--- config.mk ---
export PLATFORM = sky130hd
export DESIGN_NAME = msbr_bridge
export DESIGN_NICKNAME = d
export VERILOG_FILES = /design/src/msbr_bridge.v /design/src/msbr_sync.v /design/src/msbr_tap_fsm.v
export VERILOG_INCLUDE_DIRS = /design/src
export SDC_FILE = /design/constraint.sdc
export NUM_CORES = 1
export LEC_CHECK = 0
export BUFFER_PORTS_ARGS = -buffer_cell sky130_fd_sc_hd__buf_2
export CAP_MARGIN = 0
export CORE_ASPECT_RATIO = 0.5
export CORE_MARGIN = 2
export CORE_UTILIZATION = 35
export CTS_CLUSTER_DIAMETER = 100
export DETAILED_ROUTE_END_ITERATION = 12
export GPL_TIMING_DRIVEN = 0
export PLACE_DENSITY = 0.61
export SYNTH_ARGS = -nofsm -noshare
export SYNTH_HDL_FRONTEND = slang
export SYNTH_SLANG_ARGS = --single-unit
--- constraint.sdc ---
create_clock -name clk_i -period 2.05 [get_ports clk_i]
set_input_delay 0.1025 -clock clk_i [delete_from_list [all_inputs] [get_ports clk_i]]
set_output_delay 0.1025 -clock clk_i [all_outputs]
set_load 0.02 [all_outputs]
--- src/msbr_regs.vh ---
// Constants for the multidrop scan bridge routing core
`ifndef MSBR_REGS_VH
`define MSBR_REGS_VH

// Widths and counts
`define MSBR_IR_W        8
`define MSBR_SLOT_W      7
`define MSBR_PORTS       3
`define MSBR_MODE_W      3
`define MSBR_STATE_W     4
`define MSBR_SYNC_W      15

// Instruction codes
`define MSBR_IR_BYPASS   8'hff
`define MSBR_IR_WAIT     8'h03
`define MSBR_IR_MODE     8'h81
`define MSBR_IR_PARK     8'he2
`define MSBR_IR_UNPARK   8'he1
`define MSBR_IR_CAPTURE  8'h01
`define MSBR_ADDR_TOP    1'b0

// Reset values
`define MSBR_MODE_RST    3'h0
`define MSBR_PARK_ALL    3'h0

// TAP controller states
`define MSBR_TLR         4'hf
`define MSBR_RTI         4'hc
`define MSBR_SEL_DR      4'h7
`define MSBR_CAP_DR      4'h6
`define MSBR_SHIFT_DR    4'h2
`define MSBR_EXIT1_DR    4'h1
`define MSBR_PAUSE_DR    4'h3
`define MSBR_EXIT2_DR    4'h0
`define MSBR_UPD_DR      4'h5
`define MSBR_SEL_IR      4'h4
`define MSBR_CAP_IR      4'he
`define MSBR_SHIFT_IR    4'ha
`define MSBR_EXIT1_IR    4'h9
`define MSBR_PAUSE_IR    4'hb
`define MSBR_EXIT2_IR    4'h8
`define MSBR_UPD_IR      4'hd

`endif

--- src/msbr_bridge.v ---
// Multidrop scan bridge with selection control and local port routing
//
// Summary of operation
// - Unselected bridge watches the backplane, ignores level two, still obeys return-to-wait.
// - Unselected bridge hides its data registers and local ports from the master.
// - Selected with all ports parked, only the current bridge register is in path.
// - Unparked path: serial in, bridge register, local ring, pad bit, serial out.
// - A one-bit pad register follows every local port chain.
// - The pad bit samples the local return on the test clock falling edge.
// - Addressing only selects a bridge; later operations form a second level.
// - A singly selected bridge behaves as a standard test access port.
// - A sixteen-state controller drives standard instruction and data registers.
// - Received address is compared with slot inputs; a match selects the bridge.
// - Port controllers follow the instruction, mode register and controller state.
// - Each local port gives clock, mode select, data out, data in and reset.
// - Backplane mode select steers the bridge and the unparked local controllers.
// - All backplane scan data enters through the single backplane serial input.
// - Bit 0 is the rightmost, least significant bit of every register.
// - The master selects a bridge by shifting its slot value into the instruction.
// - A parked port holds its mode select output constant.
// - The backplane test clock paces all bridge and local port scanning.
// - Active-low backplane test reset initialises all bridge logic except the input synchroniser and test clock edge detector.
`timescale 1ns/1ns
`include "msbr_regs.vh"
module msbr_bridge (
   // Clock and reset
   input  wire                     clk_i,
   input  wire                     sys_rst_i,
   // Backplane scan pins
   input  wire                     backplane_test_clock_i,
   input  wire                     backplane_test_reset_n_i,
   input  wire                     backplane_mode_select_i,
   input  wire                     backplane_serial_in_i,
   output reg                      backplane_serial_out_o,
   output reg                      backplane_serial_out_oe_o,
   output reg                      backplane_tristate_o,
   // Slot identification and local output enable
   input  wire [`MSBR_SLOT_W-1:0]  slot_id_i,
   input  wire                     local_output_enable_n_i,
   // Local scan ports
   output reg  [`MSBR_PORTS-1:0]   local_test_clock_o,
   output reg  [`MSBR_PORTS-1:0]   local_mode_select_out_o,
   output reg  [`MSBR_PORTS-1:0]   local_serial_out_o,
   output reg  [`MSBR_PORTS-1:0]   local_serial_out_oe_o,
   output reg  [`MSBR_PORTS-1:0]   local_tristate_o,
   output reg  [`MSBR_PORTS-1:0]   local_test_reset_n_o,
   input  wire [`MSBR_PORTS-1:0]   local_serial_return_i,
   // Status
   output reg                      bridge_selected_o,
   output reg  [`MSBR_STATE_W-1:0] tap_state_o
);

   // Synchronised inputs
   wire [`MSBR_SYNC_W-1:0]  sync_q;
   wire                     tck_s;
   wire                     trst_n_s;
   wire                     tms_s;
   wire                     tdi_s;
   wire                     oe_n_s;
   wire [`MSBR_PORTS-1:0]   ret_s;
   wire [`MSBR_SLOT_W-1:0]  slot_s;

   msbr_sync #(
      .W (`MSBR_SYNC_W)
   ) u_sync (
      .clk_i     (clk_i),
      .sys_rst_i (sys_rst_i),
      .d_i       ({backplane_test_clock_i, backplane_test_reset_n_i,
                   backplane_mode_select_i, backplane_serial_in_i,
                   local_output_enable_n_i, local_serial_return_i, slot_id_i}),
      .q_o       (sync_q)
   );

   assign {tck_s, trst_n_s, tms_s, tdi_s, oe_n_s, ret_s, slot_s} = sync_q;

   // Test clock edge detection
   reg  tck_prev_reg;
   wire tck_rise;
   wire tck_fall;
   wire init;

   assign tck_rise = tck_s & ~tck_prev_reg;
   assign tck_fall = ~tck_s & tck_prev_reg;
   assign init     = sys_rst_i | ~trst_n_s;

   always @(posedge clk_i) begin
      if (sys_rst_i) begin
         tck_prev_reg <= 1'b0;
      end else begin
         tck_prev_reg <= tck_s;
      end
   end

   // Central controller
   wire [`MSBR_STATE_W-1:0] state;

   msbr_tap_fsm u_tap (
      .clk_i         (clk_i),
      .init_i        (init),
      .step_i        (tck_rise),
      .mode_select_i (tms_s),
      .state_o       (state)
   );

   // Data register selected by the instruction
   function dr_is_mode;
      input [`MSBR_IR_W-1:0] ir;
      begin
         dr_is_mode = (ir == `MSBR_IR_MODE);
      end
   endfunction

   // Address match against the slot identification
   function addr_match;
      input [`MSBR_IR_W-1:0]   ir;
      input [`MSBR_SLOT_W-1:0] slot;
      begin
         addr_match = (ir[`MSBR_IR_W-1] == `MSBR_ADDR_TOP) &&
                      (ir[`MSBR_SLOT_W-1:0] == slot);
      end
   endfunction

   // Instruction, data and selection state
   reg [`MSBR_IR_W-1:0]   ir_reg;
   reg [`MSBR_IR_W-1:0]   ir_sr_reg;
   reg                    bypass_reg;
   reg [`MSBR_MODE_W-1:0] mode_sr_reg;
   reg [`MSBR_MODE_W-1:0] mode_reg;
   reg                    selected_reg;
   reg [`MSBR_PORTS-1:0]  unparked_reg;

   wire sel_dr_mode;
   wire dr_access;

   assign sel_dr_mode = dr_is_mode(ir_reg);
   assign dr_access   = selected_reg;

   always @(posedge clk_i) begin
      if (init) begin
         ir_reg       <= `MSBR_IR_BYPASS;
         ir_sr_reg    <= `MSBR_IR_CAPTURE;
         bypass_reg   <= 1'b0;
         mode_sr_reg  <= `MSBR_MODE_RST;
         mode_reg     <= `MSBR_MODE_RST;
         selected_reg <= 1'b0;
         unparked_reg <= `MSBR_PARK_ALL;
      end else if (tck_rise) begin
         case (state)
            `MSBR_TLR: begin
               ir_reg <= `MSBR_IR_BYPASS;
            end
            `MSBR_CAP_IR: begin
               ir_sr_reg <= `MSBR_IR_CAPTURE;
            end
            `MSBR_SHIFT_IR: begin
               // Instruction shift runs in both levels for addressing
               ir_sr_reg <= {tdi_s, ir_sr_reg[`MSBR_IR_W-1:1]};
            end
            `MSBR_UPD_IR: begin
               if (ir_sr_reg == `MSBR_IR_WAIT) begin
                  selected_reg <= 1'b0;
                  unparked_reg <= `MSBR_PARK_ALL;
                  ir_reg       <= `MSBR_IR_BYPASS;
               end else if (!selected_reg) begin
                  if (addr_match(ir_sr_reg, slot_s)) begin
                     selected_reg <= 1'b1;
                     ir_reg       <= `MSBR_IR_BYPASS;
                  end
               end else begin
                  ir_reg <= ir_sr_reg;
                  if (ir_sr_reg == `MSBR_IR_UNPARK) begin
                     unparked_reg <= mode_reg;
                  end else if (ir_sr_reg == `MSBR_IR_PARK) begin
                     unparked_reg <= `MSBR_PARK_ALL;
                  end
               end
            end
            `MSBR_CAP_DR: begin
               if (dr_access) begin
                  bypass_reg  <= 1'b0;
                  mode_sr_reg <= mode_reg;
               end
            end
            `MSBR_SHIFT_DR: begin
               if (dr_access) begin
                  if (sel_dr_mode) begin
                     mode_sr_reg <= {tdi_s, mode_sr_reg[`MSBR_MODE_W-1:1]};
                  end else begin
                     bypass_reg <= tdi_s;
                  end
               end
            end
            `MSBR_UPD_DR: begin
               if (dr_access && sel_dr_mode) begin
                  mode_reg <= mode_sr_reg;
               end
            end
            default: begin
               ir_reg <= ir_reg;
            end
         endcase
      end
   end

   // Serial routing through the local port network
   wire                  shift_ir;
   wire                  shift_dr;
   wire                  drive_out;
   wire                  bridge_bit;
   wire [`MSBR_PORTS:0]  chain;
   wire [`MSBR_PORTS-1:0] port_live;

   assign shift_ir   = (state == `MSBR_SHIFT_IR);
   assign shift_dr   = (state == `MSBR_SHIFT_DR);
   assign drive_out  = selected_reg & (shift_ir | shift_dr);
   assign bridge_bit = shift_ir ? ir_sr_reg[0] :
                       (sel_dr_mode ? mode_sr_reg[0] : bypass_reg);
   assign chain[0]   = bridge_bit;

   genvar k;
   generate
      for (k = 0; k < `MSBR_PORTS; k = k + 1) begin : g_port
         assign port_live[k] = selected_reg & unparked_reg[k];
         // Unparked ring returns through its pad, parked ring is skipped
         assign chain[k+1] = port_live[k] ? ret_s[k] : chain[k];

         always @(posedge clk_i) begin
            if (init) begin
               local_serial_out_o[k]      <= 1'b0;
               local_mode_select_out_o[k] <= 1'b1;
               local_test_clock_o[k]      <= 1'b0;
               local_serial_out_oe_o[k]   <= 1'b0;
               local_tristate_o[k]        <= 1'b1;
               local_test_reset_n_o[k]    <= 1'b0;
            end else begin
               if (tck_fall) begin
                  // Data to this ring; for k above zero this flop is the pad
                  local_serial_out_o[k] <= chain[k];
               end
               if (port_live[k]) begin
                  local_mode_select_out_o[k] <= tms_s;
               end else begin
                  local_mode_select_out_o[k] <= local_mode_select_out_o[k];
               end
               local_test_clock_o[k]    <= tck_s;
               local_serial_out_oe_o[k] <= port_live[k] & ~oe_n_s;
               local_tristate_o[k]      <= ~(port_live[k] & ~oe_n_s);
               local_test_reset_n_o[k]  <= trst_n_s;
            end
         end
      end
   endgenerate

   // Backplane output stage, last pad bit on the return path
   always @(posedge clk_i) begin
      if (init) begin
         backplane_serial_out_o    <= 1'b0;
         backplane_serial_out_oe_o <= 1'b0;
         backplane_tristate_o      <= 1'b1;
         bridge_selected_o         <= 1'b0;
         tap_state_o               <= `MSBR_TLR;
      end else begin
         if (tck_fall) begin
            backplane_serial_out_o    <= chain[`MSBR_PORTS];
            backplane_serial_out_oe_o <= drive_out;
            backplane_tristate_o      <= ~drive_out;
         end
         bridge_selected_o <= selected_reg;
         tap_state_o       <= state;
      end
   end

endmodule

--- src/msbr_sync.v ---
// Two-flop synchroniser for inputs from outside the clock domain
`timescale 1ns/1ns
module msbr_sync #(
   parameter W = 1
) (
   // Clock and reset
   input  wire         clk_i,
   input  wire         sys_rst_i,
   // Data
   input  wire [W-1:0] d_i,
   output reg  [W-1:0] q_o
);

   reg [W-1:0] meta_reg;

   always @(posedge clk_i) begin
      if (sys_rst_i) begin
         meta_reg <= {W{1'b0}};
         q_o      <= {W{1'b0}};
      end else begin
         meta_reg <= d_i;
         q_o      <= meta_reg;
      end
   end

endmodule

--- src/msbr_tap_fsm.v ---
// Sixteen-state test access port controller
`timescale 1ns/1ns
`include "msbr_regs.vh"
module msbr_tap_fsm (
   // Clock and reset
   input  wire                     clk_i,
   input  wire                     init_i,
   // Backplane sampling
   input  wire                     step_i,
   input  wire                     mode_select_i,
   // State
   output reg  [`MSBR_STATE_W-1:0] state_o
);

   reg [`MSBR_STATE_W-1:0] state_next;

   always @* begin
      case (state_o)
         `MSBR_TLR:      state_next = mode_select_i ? `MSBR_TLR     : `MSBR_RTI;
         `MSBR_RTI:      state_next = mode_select_i ? `MSBR_SEL_DR  : `MSBR_RTI;
         `MSBR_SEL_DR:   state_next = mode_select_i ? `MSBR_SEL_IR  : `MSBR_CAP_DR;
         `MSBR_CAP_DR:   state_next = mode_select_i ? `MSBR_EXIT1_DR : `MSBR_SHIFT_DR;
         `MSBR_SHIFT_DR: state_next = mode_select_i ? `MSBR_EXIT1_DR : `MSBR_SHIFT_DR;
         `MSBR_EXIT1_DR: state_next = mode_select_i ? `MSBR_UPD_DR  : `MSBR_PAUSE_DR;
         `MSBR_PAUSE_DR: state_next = mode_select_i ? `MSBR_EXIT2_DR : `MSBR_PAUSE_DR;
         `MSBR_EXIT2_DR: state_next = mode_select_i ? `MSBR_UPD_DR  : `MSBR_SHIFT_DR;
         `MSBR_UPD_DR:   state_next = mode_select_i ? `MSBR_SEL_DR  : `MSBR_RTI;
         `MSBR_SEL_IR:   state_next = mode_select_i ? `MSBR_TLR     : `MSBR_CAP_IR;
         `MSBR_CAP_IR:   state_next = mode_select_i ? `MSBR_EXIT1_IR : `MSBR_SHIFT_IR;
         `MSBR_SHIFT_IR: state_next = mode_select_i ? `MSBR_EXIT1_IR : `MSBR_SHIFT_IR;
         `MSBR_EXIT1_IR: state_next = mode_select_i ? `MSBR_UPD_IR  : `MSBR_PAUSE_IR;
         `MSBR_PAUSE_IR: state_next = mode_select_i ? `MSBR_EXIT2_IR : `MSBR_PAUSE_IR;
         `MSBR_EXIT2_IR: state_next = mode_select_i ? `MSBR_UPD_IR  : `MSBR_SHIFT_IR;
         `MSBR_UPD_IR:   state_next = mode_select_i ? `MSBR_SEL_DR  : `MSBR_RTI;
         default:        state_next = `MSBR_TLR;
      endcase
   end

   always @(posedge clk_i) begin
      if (init_i) begin
         state_o <= `MSBR_TLR;
      end else if (step_i) begin
         state_o <= state_next;
      end
   end

endmodule

==> impl_results.md, run 1 <==
- Status: complete, no violations
- First-pass GRT wire length: 11600 um
- Syn avg cell area: 9.14 um^2
- Antenna diode count: 0
- Hold_sp: u_sync.meta_reg[3]$_SDFF_PP0_
- Seq/Total Area, Yosys: 52.6%
- Total congestion overflow: 0
- CTS tree: yes
- Pwr dens: a little under 900 nW/um^2
- Chip Height: 71.6 um
- Commonest cells in the netlist: dfxtp_1 (84), nor2b_1 (35), nor2_1 (27), a21oi_1 (25), nand2_1 (21)
- Worst r2r src: ir_reg[3]$_SDFFE_PP1P_
- I/O Buffers: 42
- Peak Freq: 0.545 GHz
- Clock Skews: 0.00434 ns
- Pwr Total: 3510 uW
- Hold Fails Final Rpt: 0
- Post-synth top flop: dfxtp_1
- Worst setup margin: 0.215 ns
- Top post-synthesis cells by area: dfxtp_1 (53%), nor2b_1 (6.8%), a21oi_1 (3.9%)
- Hold Path End: u_sync.q_o[3]$_SDFF_PP0_
- Worst slack, placed: roughly 0.23 ns
- FFs w/ async S/R, synth: 0%
- First-pass DRT Iterations: 4
- Hold Path Class: reg -> reg
- Cts bufs inserted: 9
- Critical Path RT: 2.25 ns
- Total number of vias: 2555
- Max Transition Viols Final: 0
- Initial Util: 36.4%
- Post-Syn Area: between 3000 and 4000 um^2
- H-tree depth: 3
- Element type at the critical path end: flop
- Layout area overhead: 26.4%
- Layout cells sized above 1: 17.7%
- Layout Nets: 436
- DRT Wirelength: between 6000 and 7000 um
- Avg WL per Cell: 12.7 um
- CTS max path bufs: 2
- WP data arrival: about 2.0 ns
- Crit path time final: 1.83 ns
- Setup CP Type: reg -> reg
- HPWL Detailed: a little under 5000 um
- Worst R2R End: mode_reg[1]$_SDFFE_PP0P_
- Number of global-route vias before repair: 2373
- Core area: 8800 um^2
- Fin crit share: 89.5%
- Crit Path Max Fanout: 5
- Worst-case vdd ir drop: 0.537 mV
- Leading area contributor after synthesis: dfxtp_1
- Worst-Margin Slew: ~0.82 ns
- Worst r2r path cells: 6
- Die area: 9970 um^2
- Cell with the most instances after synthesis: dfxtp_1
- Largest net degree at the start of global routing: 15
- Share of the synthesized area in the top cell type: 52.6%
- Pleak: around 0.0016 uW
- Antenna violations before repair: 0
- Final Cell Area: 4040 um^2
- Gp weighted congestion: 0.830
- Final setup TNS: 0 ns
- Reg2Reg Setup Slack: 0.22 ns
- Remaining DRCs: 0
- GRT Overall Usage: roughly 15%
- Initial DRC count: 197
- Hold path cells: 1
- Yosys Warn Count: 0
- Final setup viols: 0
- Clk slew on worst S/H paths: 0.06 ns
- Post-DP Area: 3560 um^2
- Relative slew margins: 44.9%
- Startpoint types: flop
- Die X: between 100 and 150 um
- I/O pin cnt: 43
- Clk Latency, worst-skew pair: 0.33 ns
- #FFs+latches synth: 84
- Clock sink count: 84
- Via/cell ratio: 4.72
- Post CTS Setup Buffer Count: 0
- Row count: 24
- Gate count after technology mapping: 350
- Number of synthesized flops with an enable pin: 0
- Post-DRT Antenna Nets: 0
- MaxCap Viol Count: 0
- Post-synthesis cell type count: 45
- Root Buffer: clkbuf_16
- Syn Nets: 367
- RSZ-0062 raised after global routing: false
## kinds of logic (layout without fill, tap and decap cells)
| family | count (synthesis) | in the layout | share of synthesized area, % |
|---|---|---|---|
| xor gates and xnor gates | 8 | 8 | 2.19 |
| AOI/OAI and AO/OA | 70 | 70 | 13.6 |
| muxes | 7 | 7 | 2.19 |
| buffers and inverters | 38 | 112 | 5.16 |
| and+or+nand+nor | 143 | 143 | 24.3 |
| DFF | 84 | 84 | 52.6 |
## cells in the final DEF (no fill, tap or decap), types with 4 or more instances in the layout
cell / instances
a211oi_1: 5
a21oi_1: 25
buf_2: 48
buf_4: 4
clkbuf_1: 18
clkbuf_16: 9
dfxtp_1: 84
dlygate4sd3_1: 16
inv_1: 10
mux2i_1: 7
nand2_1: 21
nand2b_1: 9
nand3_1: 17
nand4_1: 7
nor2_1: 27
nor2b_1: 35
nor3_1: 9
o21ai_0: 20
xnor2_1: 4
xor2_1: 4
## critical path, stage by stage, from the launching register on
cell	delay, ns
dfxtp_1	0.32
nor4_2	0.33
nand4_2	0.25
or3_1	0.41
clkbuf_1	0.17
mux2i_1	0.17
nor2_1	0.05
## how the worst max path moves through the flow
stage / from / endpoint / slack (ns)
2_1_floorplan: ir_reg[3]$_SDFFE_PP1P_ / mode_reg[0]$_SDFFE_PP0P_ / 0.47
3_3_place_gp: ir_reg[3]$_SDFFE_PP1P_ / mode_reg[1]$_SDFFE_PP0P_ / 0.25
3_5_place_dp: ir_reg[3]$_SDFFE_PP1P_ / mode_reg[1]$_SDFFE_PP0P_ / 0.23
4_1_cts: ir_reg[3]$_SDFFE_PP1P_ / mode_reg[1]$_SDFFE_PP0P_ / 0.21
5_1_grt: u_tap.state_o[2]$_SDFFE_PP1P_ / ir_reg[2]$_SDFFE_PP1P_ / 0.06
6_report: ir_reg[3]$_SDFFE_PP1P_ / mode_reg[1]$_SDFFE_PP0P_ / 0.22
## per-layer routing
layer	global-route usage, %	part of all wire, %	vias up
li1	-	-	1336
met1	20.2	52	1164
met2	22.4	43	46
met3	4.61	3.5	9
met4	5.05	1.2	0
met5	0	0	-
## power by group
group | internal, uW | switching [uW]
registers | 1660 | 11.0
logic | 60.0 | 51.2
clock network | 1100 | 621
total | 2830 | 683
## per-stage QoR
stage,util (%),hold WS [ns],std cells
4_1_cts,45.8,0.00272,540
6_report,45.9,0.433,541
3_5_place_dp,40.4,0.314,509
3_3_place_gp,40.4,0.315,509
5_1_grt,45.9,0.450,541
2_1_floorplan,-,0.174,350
## area by class of cell
class / instances / area, um^2
Fill cell: 850 / 4760
Sequential cell: 84 / 1680
Multi-Input combinational cell: 228 / 1350
Timing Repair Buffer: 58 / 370
Clock buffer: 11 / 243
Tap cell: 117 / 146
Buffer: 28 / 128
Clock inverter: 5 / 83.8
Inverter: 10 / 37.5
## repair_timing
item	4_1_cts	5_1_grt
resized for setup	0	0
hold buffers	15	1
endpoints found under the hold margin	15	1
No activity file was read; power rests on OpenSTA's default activity.
==> run 2, diff against run 1 <==
--- a/config.mk
+++ b/config.mk
@@ -10,11 +10,12 @@
 export CAP_MARGIN = 0
 export CORE_ASPECT_RATIO = 0.5
 export CORE_MARGIN = 2
-export CORE_UTILIZATION = 35
+export CORE_UTILIZATION = 55
 export CTS_CLUSTER_DIAMETER = 100
 export DETAILED_ROUTE_END_ITERATION = 12
 export GPL_TIMING_DRIVEN = 0
-export PLACE_DENSITY = 0.61
+export PLACE_DENSITY = 0.85
+export REMOVE_ABC_BUFFERS = 1
 export SYNTH_ARGS = -nofsm -noshare
 export SYNTH_HDL_FRONTEND = slang
 export SYNTH_SLANG_ARGS = --single-unit
==> run 2 against run 1 <==
- sequential power is essentially flat
- power shrank 7.8%
- critical path depth shrank 1
- final cell count shrank 14%
- critical path type unchanged
- global-route usage grew 7.5 points
- clock power shrank 15%
- first-iteration DRC count shrank 1.0%
- routed wire length shrank 1.4%
- design area shrank 5.8%
- largest cell class unchanged
==> impl_results.md, run 2 (synthesis gave the netlist of run 1 again) <==
- Number of global-route vias before repair: 2468 (+4.0%)
- Worst-case vdd ir drop: 0.598 mV (+11%)
- Layout cells sized above 1: 17.8% (+0.078 points)
- Clk slew on worst S/H paths: 0.06 ns (about the same)
- Worst r2r path cells: 5 (-1)
- Initial DRC count: 195 (-1.0%)
- Chip Height: 57.9 um (-19%)
- M1 WL: 2920 um (-18%)
- Antenna violations before repair: 0 (unchanged)
- Crit-path cells: nor2b_2 > nand3_1 > nor3b_1 > a21oi_1 > nor2_1
- GRT Overall Usage: 22.3% (+7.5 points)
- DRT Wirelength: 6790 um (-1.4%)
- Initial Util: 57.8% (+21 points)
- Post-DRT Antenna Nets: 0 (unchanged)
- Commonest non-fill, non-tap cells in the layout: dfxtp_1 (82), buf_2 (42), nor2b_1 (34), nor2_1 (27), a21oi_1 (25)
- Pleak: 0.00153 uW (-6.4%)
- MaxCap Viol Count: 0 (unchanged)
- Crit Path Max Fanout: 14 (+9)
- Worst path slowest cell: nand3_1
- Area of the multi-input gates: 1370 um^2 (+1.2%)
- First-pass DRT Iterations: 5 (+1)
- Remaining DRCs: 0 (unchanged)
- Element type at the critical path end: flop
- Hold slack final: 0.0671 ns (-0.366 ns)
- Startpoint types: flop
- CP max stage delay: 0.48 ns (+0.07 ns)
- Core area: 5540 um^2 (-37%)
- HPWL Detailed: 4220 um (-14%)
- Layout Utilization: 68.7% (+23 points)
- Setup CP Type: reg -> reg
- Layout area overhead: 19.0%
- Crit path buffers/inverters: 0 (-1)
- CTS max path bufs: 2 (unchanged)
- Total congestion overflow: 0 (unchanged)
- Die X: 112 um (-20%)
- Root Buffer: clkbuf_16
- Peak Freq: 0.536 GHz (-1.6%)
- Top sig layer: met4
- Clock Skews: 0.00603 ns (+0.00169 ns)
- I/O Buffers: 42 (unchanged)
- Max Transition Viols Final: 0 (unchanged)
- Via/cell ratio: 5.60 (+19%)
- Metal3 WL: 550 um (+130%)
- H-tree depth: 3 (unchanged)
- Critical Path Stages: 5 (-1)
- First-pass GRT wire length: 11300 um (-2.9%)
- Pwr dens: 849 nW/um^2 (-2.1%)
- CTS tree: yes
- Cts bufs inserted: 9 (unchanged)
- Hold path cells: 2 (+1)
- Fin crit share: 91.0% (+1.5 points)
- Clk Latency, worst-skew pair: 0.33 ns (about the same)
- Number of fill cells: 411 (-52%)
- Status: complete, no violations
- FF+latch area: 1680 um^2 (+0.15%)
- Crit path time final: 1.87 ns (+0.0305 ns)
- Reg2Reg Setup Slack: 0.18 ns (-0.03 ns)
- CP startpoint: u_sync.q_o[14]$_SDFF_PP0_
- Cell family with most CP delay: simple AND/OR/NAND/NOR gates
- Layout Nets: 406 (-6.9%)
- RSZ-0062 raised after global routing: false
- Fin cells: 467 (-14%)
- Row count: 19 (-21%)
- WP data arrival: 2.13 ns (+0.09 ns)
- Commonest non-fill, non-tap cell in the layout: dfxtp_1
- Hold Path Class: in -> reg
- Antenna diode count: 0 (unchanged)
- Die area: 6480 um^2 (-35%)
- Inst Count DP: 437 (-14%)
- Avg WL per Cell: 14.5 um (+14%)
- Pwr Total: 3230 uW (-7.8%)
- Worst-Margin Slew: 0.745 ns (-0.0750 ns)
- I/O pin cnt: 43 (unchanged)
- Total number of vias: 2615 (+2.3%)
- Critical Path RT: 2.31 ns (+0.06 ns)
- Final setup viols: 0 (unchanged)
- Relative slew margins: 49.9% (+5.0 points)
- Hold Fails Final Rpt: 0 (unchanged)
- Gp weighted congestion: 0.823 (-0.88%)
- Crit path to: ir_sr_reg[6]$_SDFFE_PP0P_
- Clock sink count: 84 (unchanged)
- Largest net degree at the start of global routing: 33 (+18)
- Met2 Wirelength: 3160 um (+6.3%)
- Worst r2r src: u_sync.q_o[14]$_SDFF_PP0_
- Worst R2R End: ir_sr_reg[6]$_SDFFE_PP0P_
-- run 2: stage by stage --
stage	cell area [um^2]	TNS, ns	worst slack, ns
2_1_floorplan	3070	0	0.429
6_report	3810	0	0.185
3_3_place_gp	3370	-3.03	-0.273
5_1_grt	3810	0	0.00577
4_1_cts	3790	0	0.00576
3_5_place_dp	3370	-4.97	-0.335
-- run 2: metal layers --
| metal | vias up | GRT usage, % |
|---|---|---|
| li1 | 1270 | - |
| met1 | 1189 | 27.7 |
| met2 | 134 | 36.1 |
| met3 | 22 | 7.85 |
| met4 | 0 | 9.35 |
| met5 | - | 0 |
-- run 2: worst register-to-register path, stage by stage, from the launching register on --
cell and delay, ns:
dfxtp_1 0.39, nor2b_2 0.42, nand3_1 0.48, nor3b_1 0.33, a21oi_1 0.07, nor2_1 0.09
-- run 2: layout make-up --
cell class	count	share of cell area, %
timing repair buffer	56	9.20
clock buffer	11	6.11
multi-input combinational	228	36.0
tap	73	2.40
inverter	10	1.08
sequential	84	44.2
clock inverter	5	0.986
-- run 2: worst min path at each step --
stage | startpoint | endpoint
final | slot_id_i[5] | u_sync.meta_reg[5]$_SDFF_PP0_
after global routing | slot_id_i[5] | u_sync.meta_reg[5]$_SDFF_PP0_
after CTS | slot_id_i[5] | u_sync.meta_reg[5]$_SDFF_PP0_
after detailed placement | backplane_test_reset_n_i | u_sync.meta_reg[13]$_SDFF_PP0_
after global placement | slot_id_i[2] | u_sync.meta_reg[2]$_SDFF_PP0_
after floorplan | sys_rst_i | tck_prev_reg$_SDFF_PP0_
-- run 2: power by group --
| group | internal (uW) | switching [uW] | leakage, uW |
|---|---|---|---|
| registers | 1660 | 12.7 | 0.000684 |
| logic | 54.3 | 48.3 | 0.000722 |
| clock network | 824 | 632 | 0.000126 |
| total | 2540 | 693 | 0.00153 |
-- run 2: what timing repair did --
item / CTS / global route
gates cloned: 0 / 0
setup buffers: 0 / 0
setup endpoints to repair: 10 / 20
gates resized for setup: 3 / 4
hold endpoints to repair: 14 / 0
hold buffers: 14 / 0
==> run 3, diff against run 2 <==
--- a/config.mk
+++ b/config.mk
@@ -10,11 +10,12 @@
 export CAP_MARGIN = 0
 export CORE_ASPECT_RATIO = 0.5
 export CORE_MARGIN = 2
-export CORE_UTILIZATION = 55
+export CORE_UTILIZATION = 26
+export CTS_BUF_LIST = sky130_fd_sc_hd__clkbuf_16
 export CTS_CLUSTER_DIAMETER = 100
 export DETAILED_ROUTE_END_ITERATION = 12
 export GPL_TIMING_DRIVEN = 0
-export PLACE_DENSITY = 0.85
+export PLACE_DENSITY = 0.5
 export REMOVE_ABC_BUFFERS = 1
 export SYNTH_ARGS = -nofsm -noshare
 export SYNTH_HDL_FRONTEND = slang
==> run 3 against run 2 <==
- die area grew 100%
- highest routed layer unchanged
- first-iteration DRC count shrank 4.6%
- largest cell class unchanged
- clock-buffer cell count shrank 2
- sequential share of layout area shrank 2.0 points
- critical endpoint is now mode_reg[1]$_SDFFE_PP0P_
==> impl_results.md, run 3 (synthesis gave the netlist of run 1 again) <==
- Hold Path Class: in -> reg
- Initial DRC count: 186 (-4.6%)
- Total congestion overflow: 0 (unchanged)
- Layout Nets: 407 (+0.25%)
- H-tree depth: 3 (unchanged)
- DRT Wirelength: 6800 um (+0.25%)
- Initial Util: 26.9% (-31 points)
- Antenna diode count: 0 (unchanged)
- WP data arrival: 2.02 ns (-0.11 ns)
- Post-DRT Antenna Nets: 0 (unchanged)
- Commonest non-fill, non-tap cells in the layout: dfxtp_1 (82), buf_2 (42), nor2b_1 (34), nor2_1 (27), a21oi_1 (25)
- CTS tree: yes
- Hold_sp: sys_rst_i
- I/O Buffers: 42 (unchanged)
- Critical Path RT: 2.26 ns (-0.05 ns)
- Cts bufs inserted: 9 (unchanged)
- HPWL Detailed: 4500 um (+6.5%)
- I/O pin cnt: 43 (unchanged)
- Peak Freq: 0.551 GHz (+2.7%)
- Final setup viols: 0 (unchanged)
- CTS max path bufs: 2 (unchanged)
- Max Transition Viols Final: 0 (unchanged)
- Commonest non-fill, non-tap cell in the layout: dfxtp_1
- Flop pwr share: 47.3% (-4.5 points)
- Row count: 28 (+9)
- Pwr Total: 3540 uW (+9.4%)
- Combinational share of power: 2.9% (-0.3 points)
- Largest net degree at the start of global routing: 33 (unchanged)
- Core area: 11900 um^2 (+120%)
- GRT Overall Usage: 11.0% (-11 points)
- Clk Latency, worst-skew pair: 0.34 ns (about the same)
- Relative slew margins: 48.5% (-1.4 points)
- Number of global-route vias before repair: 2231 (-9.6%)
- Pwr dens: 888 nW/um^2 (+4.5%)
- Avg WL per Cell: 12.2 um (-16%)
- Switching share of power: 20.8% (-0.60 points)
- Worst-case vdd ir drop: 0.352 mV (-41%)
- Sw power: 737 uW (+6.4%)
- Hold Fails Final Rpt: 0 (unchanged)
- Fin cells: 560 (+20%)
- Via/cell ratio: 4.37 (-22%)
- Inst Count DP: 529 (+21%)
- Total number of vias: 2445 (-6.5%)
- Chip Height: 82.4 um (+42%)
- Pleak: 0.00158 uW (+3.2%)
- Die X: 161 um (+44%)
- Startpoint types: flop
- Worst r2r src: u_sync.q_o[14]$_SDFF_PP0_
- Clk slew on worst S/H paths: 0.06 ns (about the same)
- First-pass GRT wire length: 11400 um (+1.1%)
- Layout area overhead: 24.6%
- First-pass DRT Iterations: 4 (-1)
- Crit path time final: 1.82 ns (-0.0493 ns)
- Clock Skews: 0.00420 ns (-0.00183 ns)
- Clock sink count: 84 (unchanged)
- CP startpoint: u_sync.q_o[14]$_SDFF_PP0_
- Crit Path Max Fanout: 11 (-3)
- RSZ-0062 raised after global routing: false
- Fin crit share: 88.6% (-2.4 points)
- Worst-Margin Slew: 0.772 ns (+0.0264 ns)
- Status: complete, no violations
- Remaining DRCs: 0 (unchanged)
- Antenna violations before repair: 0 (unchanged)
- Gp weighted congestion: 0.751 (-8.7%)
- Final setup TNS: 0 ns (unchanged)
- Clk network pwr share: 49.8% (+4.8 points)
- Element type at the critical path end: flop
- MaxCap Viol Count: 0 (unchanged)
- Cell-internal power: 2800 uW (+10%)
- Die area: 13300 um^2 (+100%)
- Layout cells sized above 1: 18.2% (+0.46 points)
- Root Buffer: clkbuf_16
- Setup CP Type: reg -> reg
==> run 3: power by group through the flow <==
stage | Combinational [uW] | Clock (uW) | Sequential, uW
3_3_place_gp | 80.5 | 0 | 1710
6_report | 103 | 1760 | 1670
2_1_floorplan | 42.9 | 0 | 1710
4_1_cts | 103 | 1830 | 1670
5_1_grt | 115 | 1900 | 1680
3_5_place_dp | 81.2 | 0 | 1710
==> run 3: repair_timing <==
item,in CTS,in global routing
endpoints found under the setup margin,29,18
hold buffers,15,0
buffers inserted,0,0
pin swaps,0,0
resized for setup,3,3
endpoints found under the hold margin,15,0
==> run 3: worst max-delay path, cell delays in order, from the launching register on <==
cell and delay, ns:
dfxtp_1 0.42, nor2b_2 0.46, nand3_1 0.12, or3_1 0.44, mux2i_1 0.19, nor2_1 0.05
==> run 3: metrics by stage <==
stage | worst slack (ns) | instance area, um^2 | util [%] | hold slack, ns
after global routing | 0.000201 | 3990 | 33.5 | 0.296
after global placement | -0.601 | 3490 | 29.3 | 0.311
after floorplan | 0.429 | 3070 | - | 0.174
after detailed placement | -0.600 | 3490 | 29.3 | 0.318
after CTS | 0.0962 | 3980 | 33.4 | 0.263
final | 0.234 | 3990 | 33.5 | 0.257
==> run 3: metal layers <==
metal	global-route usage, %	vias up	wire length (um)	part of all wire [%]
li1	-	1275	-	-
met1	15.7	1108	3670	54
met2	15.6	56	2710	40
met3	3.25	6	338	5.0
met4	4.29	0	85	1.2
met5	0	-	0	0
==> run 3: path summary, 6_finish.rpt <==
| kind | cells past startpoint | slack, ns | to |
|---|---|---|---|
| setup reg to reg | 5 | 0.23 | mode_reg[1]$_SDFFE_PP0P_ |
| setup / recovery | 5 | 0.23 | mode_reg[1]$_SDFFE_PP0P_ |
| hold reg to reg | 1 | 0.43 | u_sync.q_o[0]$_SDFF_PP0_ |
| hold / removal | 2 | 0.26 | u_sync.meta_reg[13]$_SDFF_PP0_ |
==> run 3: cell type report <==
cell class              instances  area (um^2)
inverters                      10         37.5
flip-flops and latches         84         1680
well taps                     165          206
repair buffers                 57          360
multi-input cells             228         1370
clock inverters                 7          104
fillers                      1269         7930
clock buffers                   9          225
